===== src/inc/smec_pkg.sv =====
package smec_pkg;

  localparam int SMEC_NSM = 4;
  localparam int SMEC_AW = 9;
  localparam int SMEC_DW = 32;
  localparam int SMEC_PCW = 5;
  localparam int SMEC_IMMW = 16;
  localparam int SMEC_SSW = 5;
  localparam int SMEC_SSCW = 3;
  localparam int SMEC_LVLW = 4;

  // Per machine register offsets, machine 0 in the lowest slot
  localparam logic [3:0][8:0] SMEC_CTRL_OFS = {9'h114, 9'h0fc, 9'h0e4, 9'h0cc};
  localparam logic [3:0][8:0] SMEC_IMM_OFS = {9'h120, 9'h108, 9'h0f0, 9'h0d8};

  // Field positions of the execution control word
  localparam int SMEC_STALL_BIT = 31;
  localparam int SMEC_SIDE_EN_BIT = 30;
  localparam int SMEC_SIDE_DIR_BIT = 29;
  localparam int SMEC_PIN_LSB = 24;
  localparam int SMEC_OE_SEL_LSB = 19;
  localparam int SMEC_INLINE_BIT = 18;
  localparam int SMEC_STICKY_BIT = 17;
  localparam int SMEC_TOP_LSB = 12;
  localparam int SMEC_BOT_LSB = 7;
  localparam int SMEC_STAT_SEL_BIT = 4;
  localparam int SMEC_STAT_N_LSB = 0;

  // Reset value and the bits software may store (31 and 6:5 excluded)
  localparam logic [31:0] SMEC_CTRL_RST = 32'h0001f000;
  localparam logic [31:0] SMEC_CTRL_WMASK = 32'h7fffff9f;

  localparam logic [2:0] SMEC_SS_MAX = 3'h5;
  localparam logic [4:0] SMEC_SS_ONES = 5'h1f;

  typedef enum logic {
    SMEC_FORCE_IDLE = 1'b0,
    SMEC_FORCE_HELD = 1'b1
  } smec_force_e;

  typedef enum logic {
    SMEC_SRC_TX = 1'b0,
    SMEC_SRC_RX = 1'b1
  } smec_stat_src_e;

endpackage


===== src/smec_exec_ctrl.sv =====
// Implementation choice: strobed register access.
`timescale 1ns/1ps

// Overview of operation
// - Four control registers, one per machine
// - Bit 31 shows forced instruction still held
// - Side-set enable bit takes field MSB
// - Side-set count includes the enable bit
// - Bit 29 steers side-set to directions
// - Branch pin chosen by absolute GPIO number
// - Selected data bit gates output writes
// - Inline zero with sticky withdraws last write
// - Highest numbered machine wins shared pins
// - Sticky mode re-drives last output every cycle
// - After wrap top, next address is bottom
// - True branch at wrap top beats wrap
// - Wrap bottom field, resets to zero
// - Status yields ones when level below N
// - Field 3:0 holds status comparison level
// - Immediate write executes at once, then resumes
module smec_exec_ctrl (
  input wire logic core_clk_i,
  input wire logic rst_i,
  input wire logic [8:0] reg_addr_i,
  input wire logic [31:0] reg_wdata_i,
  input wire logic reg_wr_i,
  input wire logic reg_rd_i,
  output logic [31:0] reg_rdata_o,
  output logic [3:0][15:0] forced_instr_o,
  output logic [3:0] forced_valid_o,
  input wire logic [3:0] forced_done_i,
  input wire logic [3:0][4:0] pc_i,
  input wire logic [3:0] branch_taken_i,
  input wire logic [3:0][4:0] branch_target_i,
  output logic [3:0][4:0] pc_next_o,
  input wire logic [31:0] gpio_i,
  output logic [3:0] branch_pin_o,
  input wire logic [3:0][4:0] sideset_field_i,
  input wire logic [3:0][2:0] sideset_bit_count_i,
  output logic [3:0] sideset_valid_o,
  output logic [3:0][4:0] sideset_data_o,
  output logic [3:0] sideset_to_directions_o,
  input wire logic [3:0][3:0] tx_level_i,
  input wire logic [3:0][3:0] rx_level_i,
  output logic [3:0] status_ones_o,
  input wire logic [3:0] out_wr_i,
  input wire logic [3:0] out_dir_i,
  input wire logic [3:0][31:0] out_data_i,
  input wire logic [3:0][31:0] out_mask_i,
  input wire logic [3:0][31:0] out_word_i,
  output logic [31:0] pad_out_o,
  output logic [31:0] pad_dir_o
);

  typedef struct packed {
    logic [3:0][31:0] ctrl;
    smec_pkg::smec_force_e [3:0] force_st;
    logic [3:0][15:0] imm;
    logic [3:0] st_valid;
    logic [3:0] st_dir;
    logic [3:0][31:0] st_data;
    logic [3:0][31:0] st_mask;
    logic [31:0] pad_out;
    logic [31:0] pad_dir;
    logic [31:0] rdata;
  } smec_state_s;

  smec_state_s state_reg;
  smec_state_s state_next;

  logic [3:0] ctrl_hit;
  logic [3:0] imm_hit;
  logic [3:0] new_wr;
  logic [3:0] withdraw;
  logic [3:0] eff_wr;
  logic [3:0] eff_dir;
  logic [3:0][31:0] eff_data;
  logic [3:0][31:0] eff_mask;

  ////////////////////////////////////////////////////////////////////////////
  // Address decode

  function automatic logic [3:0] smec_match(input logic [8:0] addr,
                                            input logic [3:0][8:0] tab);
    logic [3:0] hit;
    hit = 4'h0;
    for (int i = 0; i < smec_pkg::SMEC_NSM; i++) begin
      hit[i] = (addr == tab[i]);
    end
    return hit;
  endfunction

  function automatic logic [4:0] smec_field5(input logic [31:0] word, input int lsb);
    return word[lsb +: 5];
  endfunction

  always_comb begin
    ctrl_hit = smec_match(reg_addr_i, smec_pkg::SMEC_CTRL_OFS);
    imm_hit = smec_match(reg_addr_i, smec_pkg::SMEC_IMM_OFS);
  end

  ////////////////////////////////////////////////////////////////////////////
  // Output write qualification per machine

  always_comb begin
    for (int n = 0; n < smec_pkg::SMEC_NSM; n++) begin
      logic inline_en;
      logic sticky;
      logic gate;
      inline_en = state_reg.ctrl[n][smec_pkg::SMEC_INLINE_BIT];
      sticky = state_reg.ctrl[n][smec_pkg::SMEC_STICKY_BIT];
      gate = out_word_i[n][smec_field5(state_reg.ctrl[n], smec_pkg::SMEC_OE_SEL_LSB)];
      new_wr[n] = out_wr_i[n] & (~inline_en | gate);
      withdraw[n] = out_wr_i[n] & inline_en & sticky & ~gate;
      if (new_wr[n]) begin
        eff_wr[n] = 1'b1;
        eff_dir[n] = out_dir_i[n];
        eff_data[n] = out_data_i[n];
        eff_mask[n] = out_mask_i[n];
      end else begin
        eff_wr[n] = sticky & state_reg.st_valid[n] & ~withdraw[n];
        eff_dir[n] = state_reg.st_dir[n];
        eff_data[n] = state_reg.st_data[n];
        eff_mask[n] = state_reg.st_mask[n];
      end
    end
  end

  ////////////////////////////////////////////////////////////////////////////
  // Next state

  always_comb begin
    state_next = state_reg;
    state_next.rdata = 32'h00000000;

    for (int n = 0; n < smec_pkg::SMEC_NSM; n++) begin
      if (reg_wr_i && ctrl_hit[n]) begin
        // reserved and status bits not stored
        state_next.ctrl[n] = reg_wdata_i & smec_pkg::SMEC_CTRL_WMASK;
      end

      unique case (state_reg.force_st[n])
        smec_pkg::SMEC_FORCE_IDLE: begin
          if (reg_wr_i && imm_hit[n]) begin
            state_next.force_st[n] = smec_pkg::SMEC_FORCE_HELD;
          end
        end
        smec_pkg::SMEC_FORCE_HELD: begin
          if (reg_wr_i && imm_hit[n]) begin
            state_next.force_st[n] = smec_pkg::SMEC_FORCE_HELD;
          end else if (forced_done_i[n]) begin
            state_next.force_st[n] = smec_pkg::SMEC_FORCE_IDLE;
          end
        end
      endcase
      if (reg_wr_i && imm_hit[n]) begin
        state_next.imm[n] = reg_wdata_i[smec_pkg::SMEC_IMMW-1:0];
      end

      if (new_wr[n]) begin
        state_next.st_valid[n] = 1'b1;
        state_next.st_dir[n] = out_dir_i[n];
        state_next.st_data[n] = out_data_i[n];
        state_next.st_mask[n] = out_mask_i[n];
      end else if (withdraw[n]) begin
        state_next.st_valid[n] = 1'b0;
      end

      if (reg_rd_i && ctrl_hit[n]) begin
        state_next.rdata = state_reg.ctrl[n];
        state_next.rdata[smec_pkg::SMEC_STALL_BIT] =
          (state_reg.force_st[n] == smec_pkg::SMEC_FORCE_HELD);
      end
    end

    for (int n = 0; n < smec_pkg::SMEC_NSM; n++) begin
      if (eff_wr[n] && !eff_dir[n]) begin
        state_next.pad_out = (state_next.pad_out & ~eff_mask[n]) |
                             (eff_data[n] & eff_mask[n]);
      end
      if (eff_wr[n] && eff_dir[n]) begin
        state_next.pad_dir = (state_next.pad_dir & ~eff_mask[n]) |
                             (eff_data[n] & eff_mask[n]);
      end
    end
  end

  always_ff @(posedge core_clk_i or posedge rst_i) begin
    if (rst_i) begin
      state_reg <= '0;
      for (int n = 0; n < smec_pkg::SMEC_NSM; n++) begin
        state_reg.ctrl[n] <= smec_pkg::SMEC_CTRL_RST;
      end
    end else begin
      state_reg <= state_next;
    end
  end

  ////////////////////////////////////////////////////////////////////////////
  // Side-set decode and branch pin

  always_comb begin
    for (int n = 0; n < smec_pkg::SMEC_NSM; n++) begin
      logic [2:0] cnt;
      logic [4:0] raw;
      cnt = sideset_bit_count_i[n];
      if (cnt > smec_pkg::SMEC_SS_MAX) begin
        cnt = smec_pkg::SMEC_SS_MAX;
      end
      raw = sideset_field_i[n] >> (smec_pkg::SMEC_SS_MAX - cnt);
      if (state_reg.ctrl[n][smec_pkg::SMEC_SIDE_EN_BIT]) begin
        sideset_valid_o[n] = (cnt != 3'h0) & sideset_field_i[n][smec_pkg::SMEC_SSW-1];
        sideset_data_o[n] = (cnt == 3'h0) ? 5'h00 :
                            raw & ~(smec_pkg::SMEC_SS_ONES << (cnt - 3'h1));
      end else begin
        sideset_valid_o[n] = (cnt != 3'h0);
        sideset_data_o[n] = raw;
      end
      sideset_to_directions_o[n] = state_reg.ctrl[n][smec_pkg::SMEC_SIDE_DIR_BIT];
      branch_pin_o[n] = gpio_i[smec_field5(state_reg.ctrl[n], smec_pkg::SMEC_PIN_LSB)];
    end
  end

  ////////////////////////////////////////////////////////////////////////////
  // Program counter step and status compare

  for (genvar g = 0; g < smec_pkg::SMEC_NSM; g++) begin : g_step
    smec_pc_step u_step (
      .pc_i(pc_i[g]),
      .wrap_top_i(state_reg.ctrl[g][smec_pkg::SMEC_TOP_LSB +: smec_pkg::SMEC_PCW]),
      .wrap_bottom_i(state_reg.ctrl[g][smec_pkg::SMEC_BOT_LSB +: smec_pkg::SMEC_PCW]),
      .branch_taken_i(branch_taken_i[g]),
      .branch_target_i(branch_target_i[g]),
      .stat_sel_i(state_reg.ctrl[g][smec_pkg::SMEC_STAT_SEL_BIT]),
      .stat_n_i(state_reg.ctrl[g][smec_pkg::SMEC_STAT_N_LSB +: smec_pkg::SMEC_LVLW]),
      .tx_level_i(tx_level_i[g]),
      .rx_level_i(rx_level_i[g]),
      .pc_next_o(pc_next_o[g]),
      .status_ones_o(status_ones_o[g])
    );
  end

  ////////////////////////////////////////////////////////////////////////////
  // Outputs

  always_comb begin
    reg_rdata_o = state_reg.rdata;
    forced_instr_o = state_reg.imm;
    pad_out_o = state_reg.pad_out;
    pad_dir_o = state_reg.pad_dir;
    for (int n = 0; n < smec_pkg::SMEC_NSM; n++) begin
      forced_valid_o[n] = (state_reg.force_st[n] == smec_pkg::SMEC_FORCE_HELD);
    end
  end

endmodule


===== src/smec_pc_step.sv =====
`timescale 1ns/1ps

module smec_pc_step (
  input wire logic [4:0] pc_i,
  input wire logic [4:0] wrap_top_i,
  input wire logic [4:0] wrap_bottom_i,
  input wire logic branch_taken_i,
  input wire logic [4:0] branch_target_i,
  input wire logic stat_sel_i,
  input wire logic [3:0] stat_n_i,
  input wire logic [3:0] tx_level_i,
  input wire logic [3:0] rx_level_i,
  output logic [4:0] pc_next_o,
  output logic status_ones_o
);

  logic [3:0] level;

  always_comb begin
    if (branch_taken_i) begin
      pc_next_o = branch_target_i;
    end else if (pc_i == wrap_top_i) begin
      pc_next_o = wrap_bottom_i;
    end else begin
      pc_next_o = pc_i + 5'h01;
    end
  end

  always_comb begin
    unique case (smec_pkg::smec_stat_src_e'(stat_sel_i))
      smec_pkg::SMEC_SRC_TX: level = tx_level_i;
      smec_pkg::SMEC_SRC_RX: level = rx_level_i;
    endcase
    status_ones_o = (level < stat_n_i);
  end

endmodule


===== config.mk =====
export PLATFORM = sky130hd
export DESIGN_NAME = smec_exec_ctrl
export DESIGN_NICKNAME = d
export VERILOG_FILES = /design/src/inc/smec_pkg.sv /design/src/smec_exec_ctrl.sv /design/src/smec_pc_step.sv
export SDC_FILE = /design/constraint.sdc
export NUM_CORES = 1
export LEC_CHECK = 0
export BUFFER_PORTS_ARGS = -buffer_cell sky130_fd_sc_hd__buf_2
export CAP_MARGIN = 20
export CORE_AREA = 2 2 314 316
export CTS_BUF_LIST = sky130_fd_sc_hd__clkbuf_2 sky130_fd_sc_hd__clkbuf_4 sky130_fd_sc_hd__clkbuf_8
export DETAILED_ROUTE_END_ITERATION = 16
export DIE_AREA = 0 0 316 318
export PLACE_DENSITY_LB_ADDON = 0.08
export REMOVE_ABC_BUFFERS = 1
export SETUP_SLACK_MARGIN = 0.2
export SLEW_MARGIN = 0
export SYNTH_ARGS = -nofsm -noshare
export SYNTH_HDL_FRONTEND = slang
export SYNTH_HIERARCHICAL = 1
export SYNTH_SLANG_ARGS = --single-unit

===== constraint.sdc =====
create_clock -name core_clk_i -period 19.2 [get_ports core_clk_i]
set_input_delay 1.92 -clock core_clk_i [delete_from_list [all_inputs] [get_ports core_clk_i]]
set_output_delay 1.92 -clock core_clk_i [all_outputs]
set_load 0.01 [all_outputs]

Word level (Yosys, flattened, before mapping)

Index checks and enable logic that the tools add are counted.

Bitwise operators: 84
Shift operators: 8
Eq/ne operators: 12
Multiplexer cells: 96
Reduce and logical (&&, ||, !) cells: 36
Magnitude comparators: 16
Add/sub/neg operators: 12

Operators with widths:

| kind                                                                         | count |
|---|---|
| 32-bit two-way mux                                                           | 20 |
| 32-bit AND                                                                   | 12 |
| 32-bit OR                                                                    | 8 |
| 32-bit NOT                                                                   | 4 |
| 5-bit two-way mux                                                            | 16 |
| 5-bit by 6-bit less-than comparator with 1-bit output, second input constant | 8 |
| 9-bit by 8-bit == test with 1-bit output, second input constant              | 5 |
| 1-bit binary-select mux with 5-bit select                                    | 8 |
| 1-bit two-way mux                                                            | 40 |
| 4-bit one-hot mux with 2 select lines                                        | 4 |
| 1-bit AND                                                                    | 28 |
| 9-bit == test, second input constant                                         | 3 |
| 5-bit by 1-bit adder with 5-bit output, second input constant                | 4 |
| 5-bit AND                                                                    | 4 |
| 5-bit == test                                                                | 4 |
| 1-bit logical AND                                                            | 20 |
| 1-bit NOT                                                                    | 20 |
| 5-bit NOT                                                                    | 4 |
| 5-bit by 3-bit << shifter with 5-bit output, first input constant            | 4 |
| 5-bit by 3-bit right shift with 5-bit output                                 | 4 |
| 4-bit less-than comparator                                                   | 4 |
| 3-bit > comparator, second input constant                                    | 4 |
| 3-bit logical NOT                                                            | 4 |
| 3-bit two-way mux                                                            | 4 |
| other kinds (7)                                                              | 28 |

Input bits: 581
Word-level logic and storage cells: 292
Register bits after elaboration: 544
Output and inout port bits: 220

Depth between registers and ports, before layout

Depth in word-level cells: 18
Gate-level depth with buffers: 13
Depth with buffers taken out: 9

Hierarchy

The synthesis kept the hierarchy.

By module, submodules not included:

| module         | cells an instance | seq. area each (µm²) | area an instance (µm²) | instances |
|---|---|---|---|---|
| smec_exec_ctrl | 2947              | 13588.0              | 30230.2                | 1 |
| smec_pc_step   | 52                | 0.0                  | 357.8                  | 4 |

Worst setup path after synthesis

OpenSTA, ideal clock, no wires.

Path type: input to output
Start: in sideset_bit_count_i[0] in the netlist's numbering
End: out sideset_data_o[1] in the netlist's numbering
Required time: 17280 ps
Path buffers: 1
Arrival time: 3343 ps
Path slack: 13937 ps
Cell stages on the path: 9
Path through: clkbuf_1 nor2_1 inv_1 ha_1 nand2b_1 nand2_1 nor2_1 a211oi_1 nor3_1

RTL lines:

| element            | RTL line             | source |
|---|---|---|
| start: declaration | smec_exec_ctrl.sv:39 | `input wire logic [3:0][2:0] sideset_bit_count_i,` |
| end: declaration   | smec_exec_ctrl.sv:41 | `output logic [3:0][4:0] sideset_data_o,` |

==> flow_summary.json <==
{
  "cap_violations": 0,
  "dp_hpwl_mm": 92.4,
  "start_util": 0.325,
  "worstPathArrival_ns": 3.71,
  "core_mm2": 0.0974,
  "routedWlPerCell_um": 25.1,
  "synth_cells": 3155,
  "ys.flop_type": "dfrtp_1",
  "fmax_ghz": 0.178,
  "rsz0062_at_grt": "no",
  "fin_skew_ns": 0.0285,
  "grt-ovfl-total": 0,
  "ys_seq_area_frac": 0.429,
  "die_x_um": 316,
  "finalHoldViolCount": 0,
  "critPathKind": "in -> out",
  "synth_area_per_cell_um2": 10.0,
  "netlist_area_mm2": 0.0317,
  "grt_pass1_wl_mm": 186,
  "clk_pin_slew_worst_paths_ns": 0.06,
  "hold_path_class": "reg -> reg",
  "vias": 27200,
  "relSlewSlack": 0.233,
  "cp.required_ns": 17.28,
  "synth-edff-count": 0,
  "power_density_mw_per_mm2": 83.3,
  "dr.pass1.iters": 8,
  "tns_ns": 0,
  "yosysWarnings": 6,
  "fin_cells": 5151,
  "fin_nets": 4362,
  "root_buffer": "clkbuf_8",
  "cts_buffer_depth": 3,
  "drive_gt1_frac": 0.387,
  "drcViolationCount": 0,
  "synthArstFlopShare": 1.00,
  "drt_iter0_drc": 1824,
  "final_common_cell": "buf_2",
  "ant_nets": 0,
  "htreeDepth": 3,
  "vias_per_cell": 5.29,
  "worst_slew_pin_slew_ns": 1.14,
  "ioPinCount": 801,
  "clock-sinks": 542,
  "post-place-cells": 4941,
  "path_cells": "buf_2 -> nor2_1 -> inv_1 -> ha_1 -> nand2b_1 -> nor2b_1 -> a221oi_1 -> nor2_1 -> buf_2",
  "ys_ff_latch": 542,
  "antenna_found_initial": 62,
  "layout_common_cells": "buf_2 (797), nand2_1 (593), dfrtp_1 (522)",
  "die_h_um": 318,
  "worstSetupEndpointType": "output port",
  "cts_tree": "yes",
  "status": "completed",
  "drt-total-wl_mm": 129,
  "finalMaxSlewViolations": 0,
  "irDropWorstVdd_mv": 0.0446,
  "period_share": 0.293,
  "setup_viol": 0,
  "min_period_ns": 5.63,
  "p_leak_nw": 18.2,
  "cts_resized": 0,
  "slowest_delay_ns": 0.40,
  "dieArea_mm2": 0.100,
  "ys_types": 76,
  "clock_latency_ns": 0.72,
  "path_max_fanout": 8,
  "grtUsageTotal": 0.251,
  "cts_buffers": 104,
  "routabilityCongestion": 0.883,
  "rows": 115,
  "syn_to_final_growth_pct": 20.2,
  "cp_slowest_cell": "nor2_1",
  "grt_max_degree": 148,
  "port_buffers": 797,
  "cts_hold_buf": 0,
  "largest_reg_flops": 376,
  "grt_pass1_vias": 27600,
  "start_kind": "input pin",
  "post_cts_buffers": 0
}
## metal layers
metal  global-route usage  wire (µm)  vias to the layer above
met5                    0        380                        -
met4               0.0756       3360                       58
met3               0.0659       9660                      256
met2                0.418      61900                     1034
met1                0.318      53800                    13500
li1                     -          -                    12400
## stage by stage
stage / area [µm²] / setup slack (ns) / util / hold WS, ns / total power, W
after floorplan: 29500 / 2.16 / - / 0.437 / 0.00166
after global placement: 35700 / 13.15 / 0.367 / 0.451 / 0.00193
after detailed placement: 35700 / 13.18 / 0.367 / 0.454 / 0.00194
after CTS: 38000 / 13.57 / 0.390 / 0.469 / 0.00321
after global routing: 38000 / 13.42 / 0.391 / 0.482 / 0.00333
final: 38100 / 13.57 / 0.391 / 0.462 / 0.00317
## cell families (layout without fill, tap and decap cells)
kind of cell               count (synthesis)  after routing  share of synthesized area
buffers and inverters                    479           1164                     0.0826
muxes                                    501            501                      0.199
xor gates and xnor gates                  32             32                    0.00885
DFF                                      542            542                      0.429
and+or+nand+nor                          951            951                      0.131
other                                      1             25                   0.000118
AOI/OAI and AO/OA                        629            629                      0.141
adders and majority gates                 20             20                    0.00790
## path summary, 6_finish.rpt
| kind | slack (ns) | depth (start not counted) | to | from |
|---|---|---|---|---|
| max | 13.57 | 9 | sideset_data_o[15] | sideset_bit_count_i[10] |
| min | 0.46 | 2 | state_reg[272]$_DFF_PP0_ | state_reg[272]$_DFF_PP0_ |
| max reg2reg | 14.20 | 10 | pad_dir_o[27]$_DFF_PP0_ | state_reg[449]$_DFFE_PP0P_ |
| min reg2reg | 0.46 | 2 | state_reg[272]$_DFF_PP0_ | state_reg[272]$_DFF_PP0_ |
| max in group asynchronous | 14.94 | 5 | state_reg[234]$_DFF_PP0_ | rst_i |
| min in group asynchronous | 1.36 | 2 | state_reg[101]$_DFF_PP0_ | rst_i |
## critical path, delay by kind of cell
kind / cells / cell delay (ns)
and+or+nand+nor: 4 / 0.83
buffers and inverters: 3 / 0.41
adders and majority gates: 1 / 0.30
AOI/OAI and AO/OA: 1 / 0.25
## cell type report
cell class                 instances  area, µm²
antenna                           23       57.6
clock buffer                     166       2110
timing repair buffer             846       4390
inverter                         132        503
clock inverter                    20        159
sequential                       542      13600
multi-input combinational       2135      15700
tap                             1287       1610
fill                            9994      59300
## cell usage after synthesis (all sizes together), types with 6 or more instances
cell type  instances  area share
xnor2             28      0.0077
ha                20      0.0079
a31oi             33      0.0065
clkbuf            95       0.011
dfrtp            522        0.41
or2                8      0.0016
and3              18      0.0036
nor2b             14      0.0028
o211ai            25      0.0059
a21o               9      0.0021
dfstp             20       0.017
a22o               6      0.0017
o22ai             78       0.015
nor3              41      0.0071
mux2             302        0.11
a221oi            11      0.0030
a32oi             15      0.0041
nand3b            20      0.0047
nand2            593       0.070
nand2b            68       0.013
o31ai             13      0.0031
a22oi             71       0.017
o21ai             82       0.013
inv              131       0.016
nor2             115       0.014
o21a              41      0.0097
o2bb2ai            8      0.0022
and2              10      0.0020
o21bai            10      0.0024
a221o              6      0.0019
a222oi            44       0.014
a21oi            109       0.018
nor3b             15      0.0036
a211oi            27      0.0089
buf              252       0.056
nand3             36      0.0057
a31o               9      0.0025
mux2i            128       0.041
mux4              71       0.051
## power by group
group	total (W)	switching, W	internal (W)
clock network	0.00126	0.000538	0.000719
registers	0.00132	0.0000696	0.00125
logic	0.000595	0.000341	0.000254
total	0.00317	0.000949	0.00222
No activity file was read; power rests on OpenSTA's default activity.
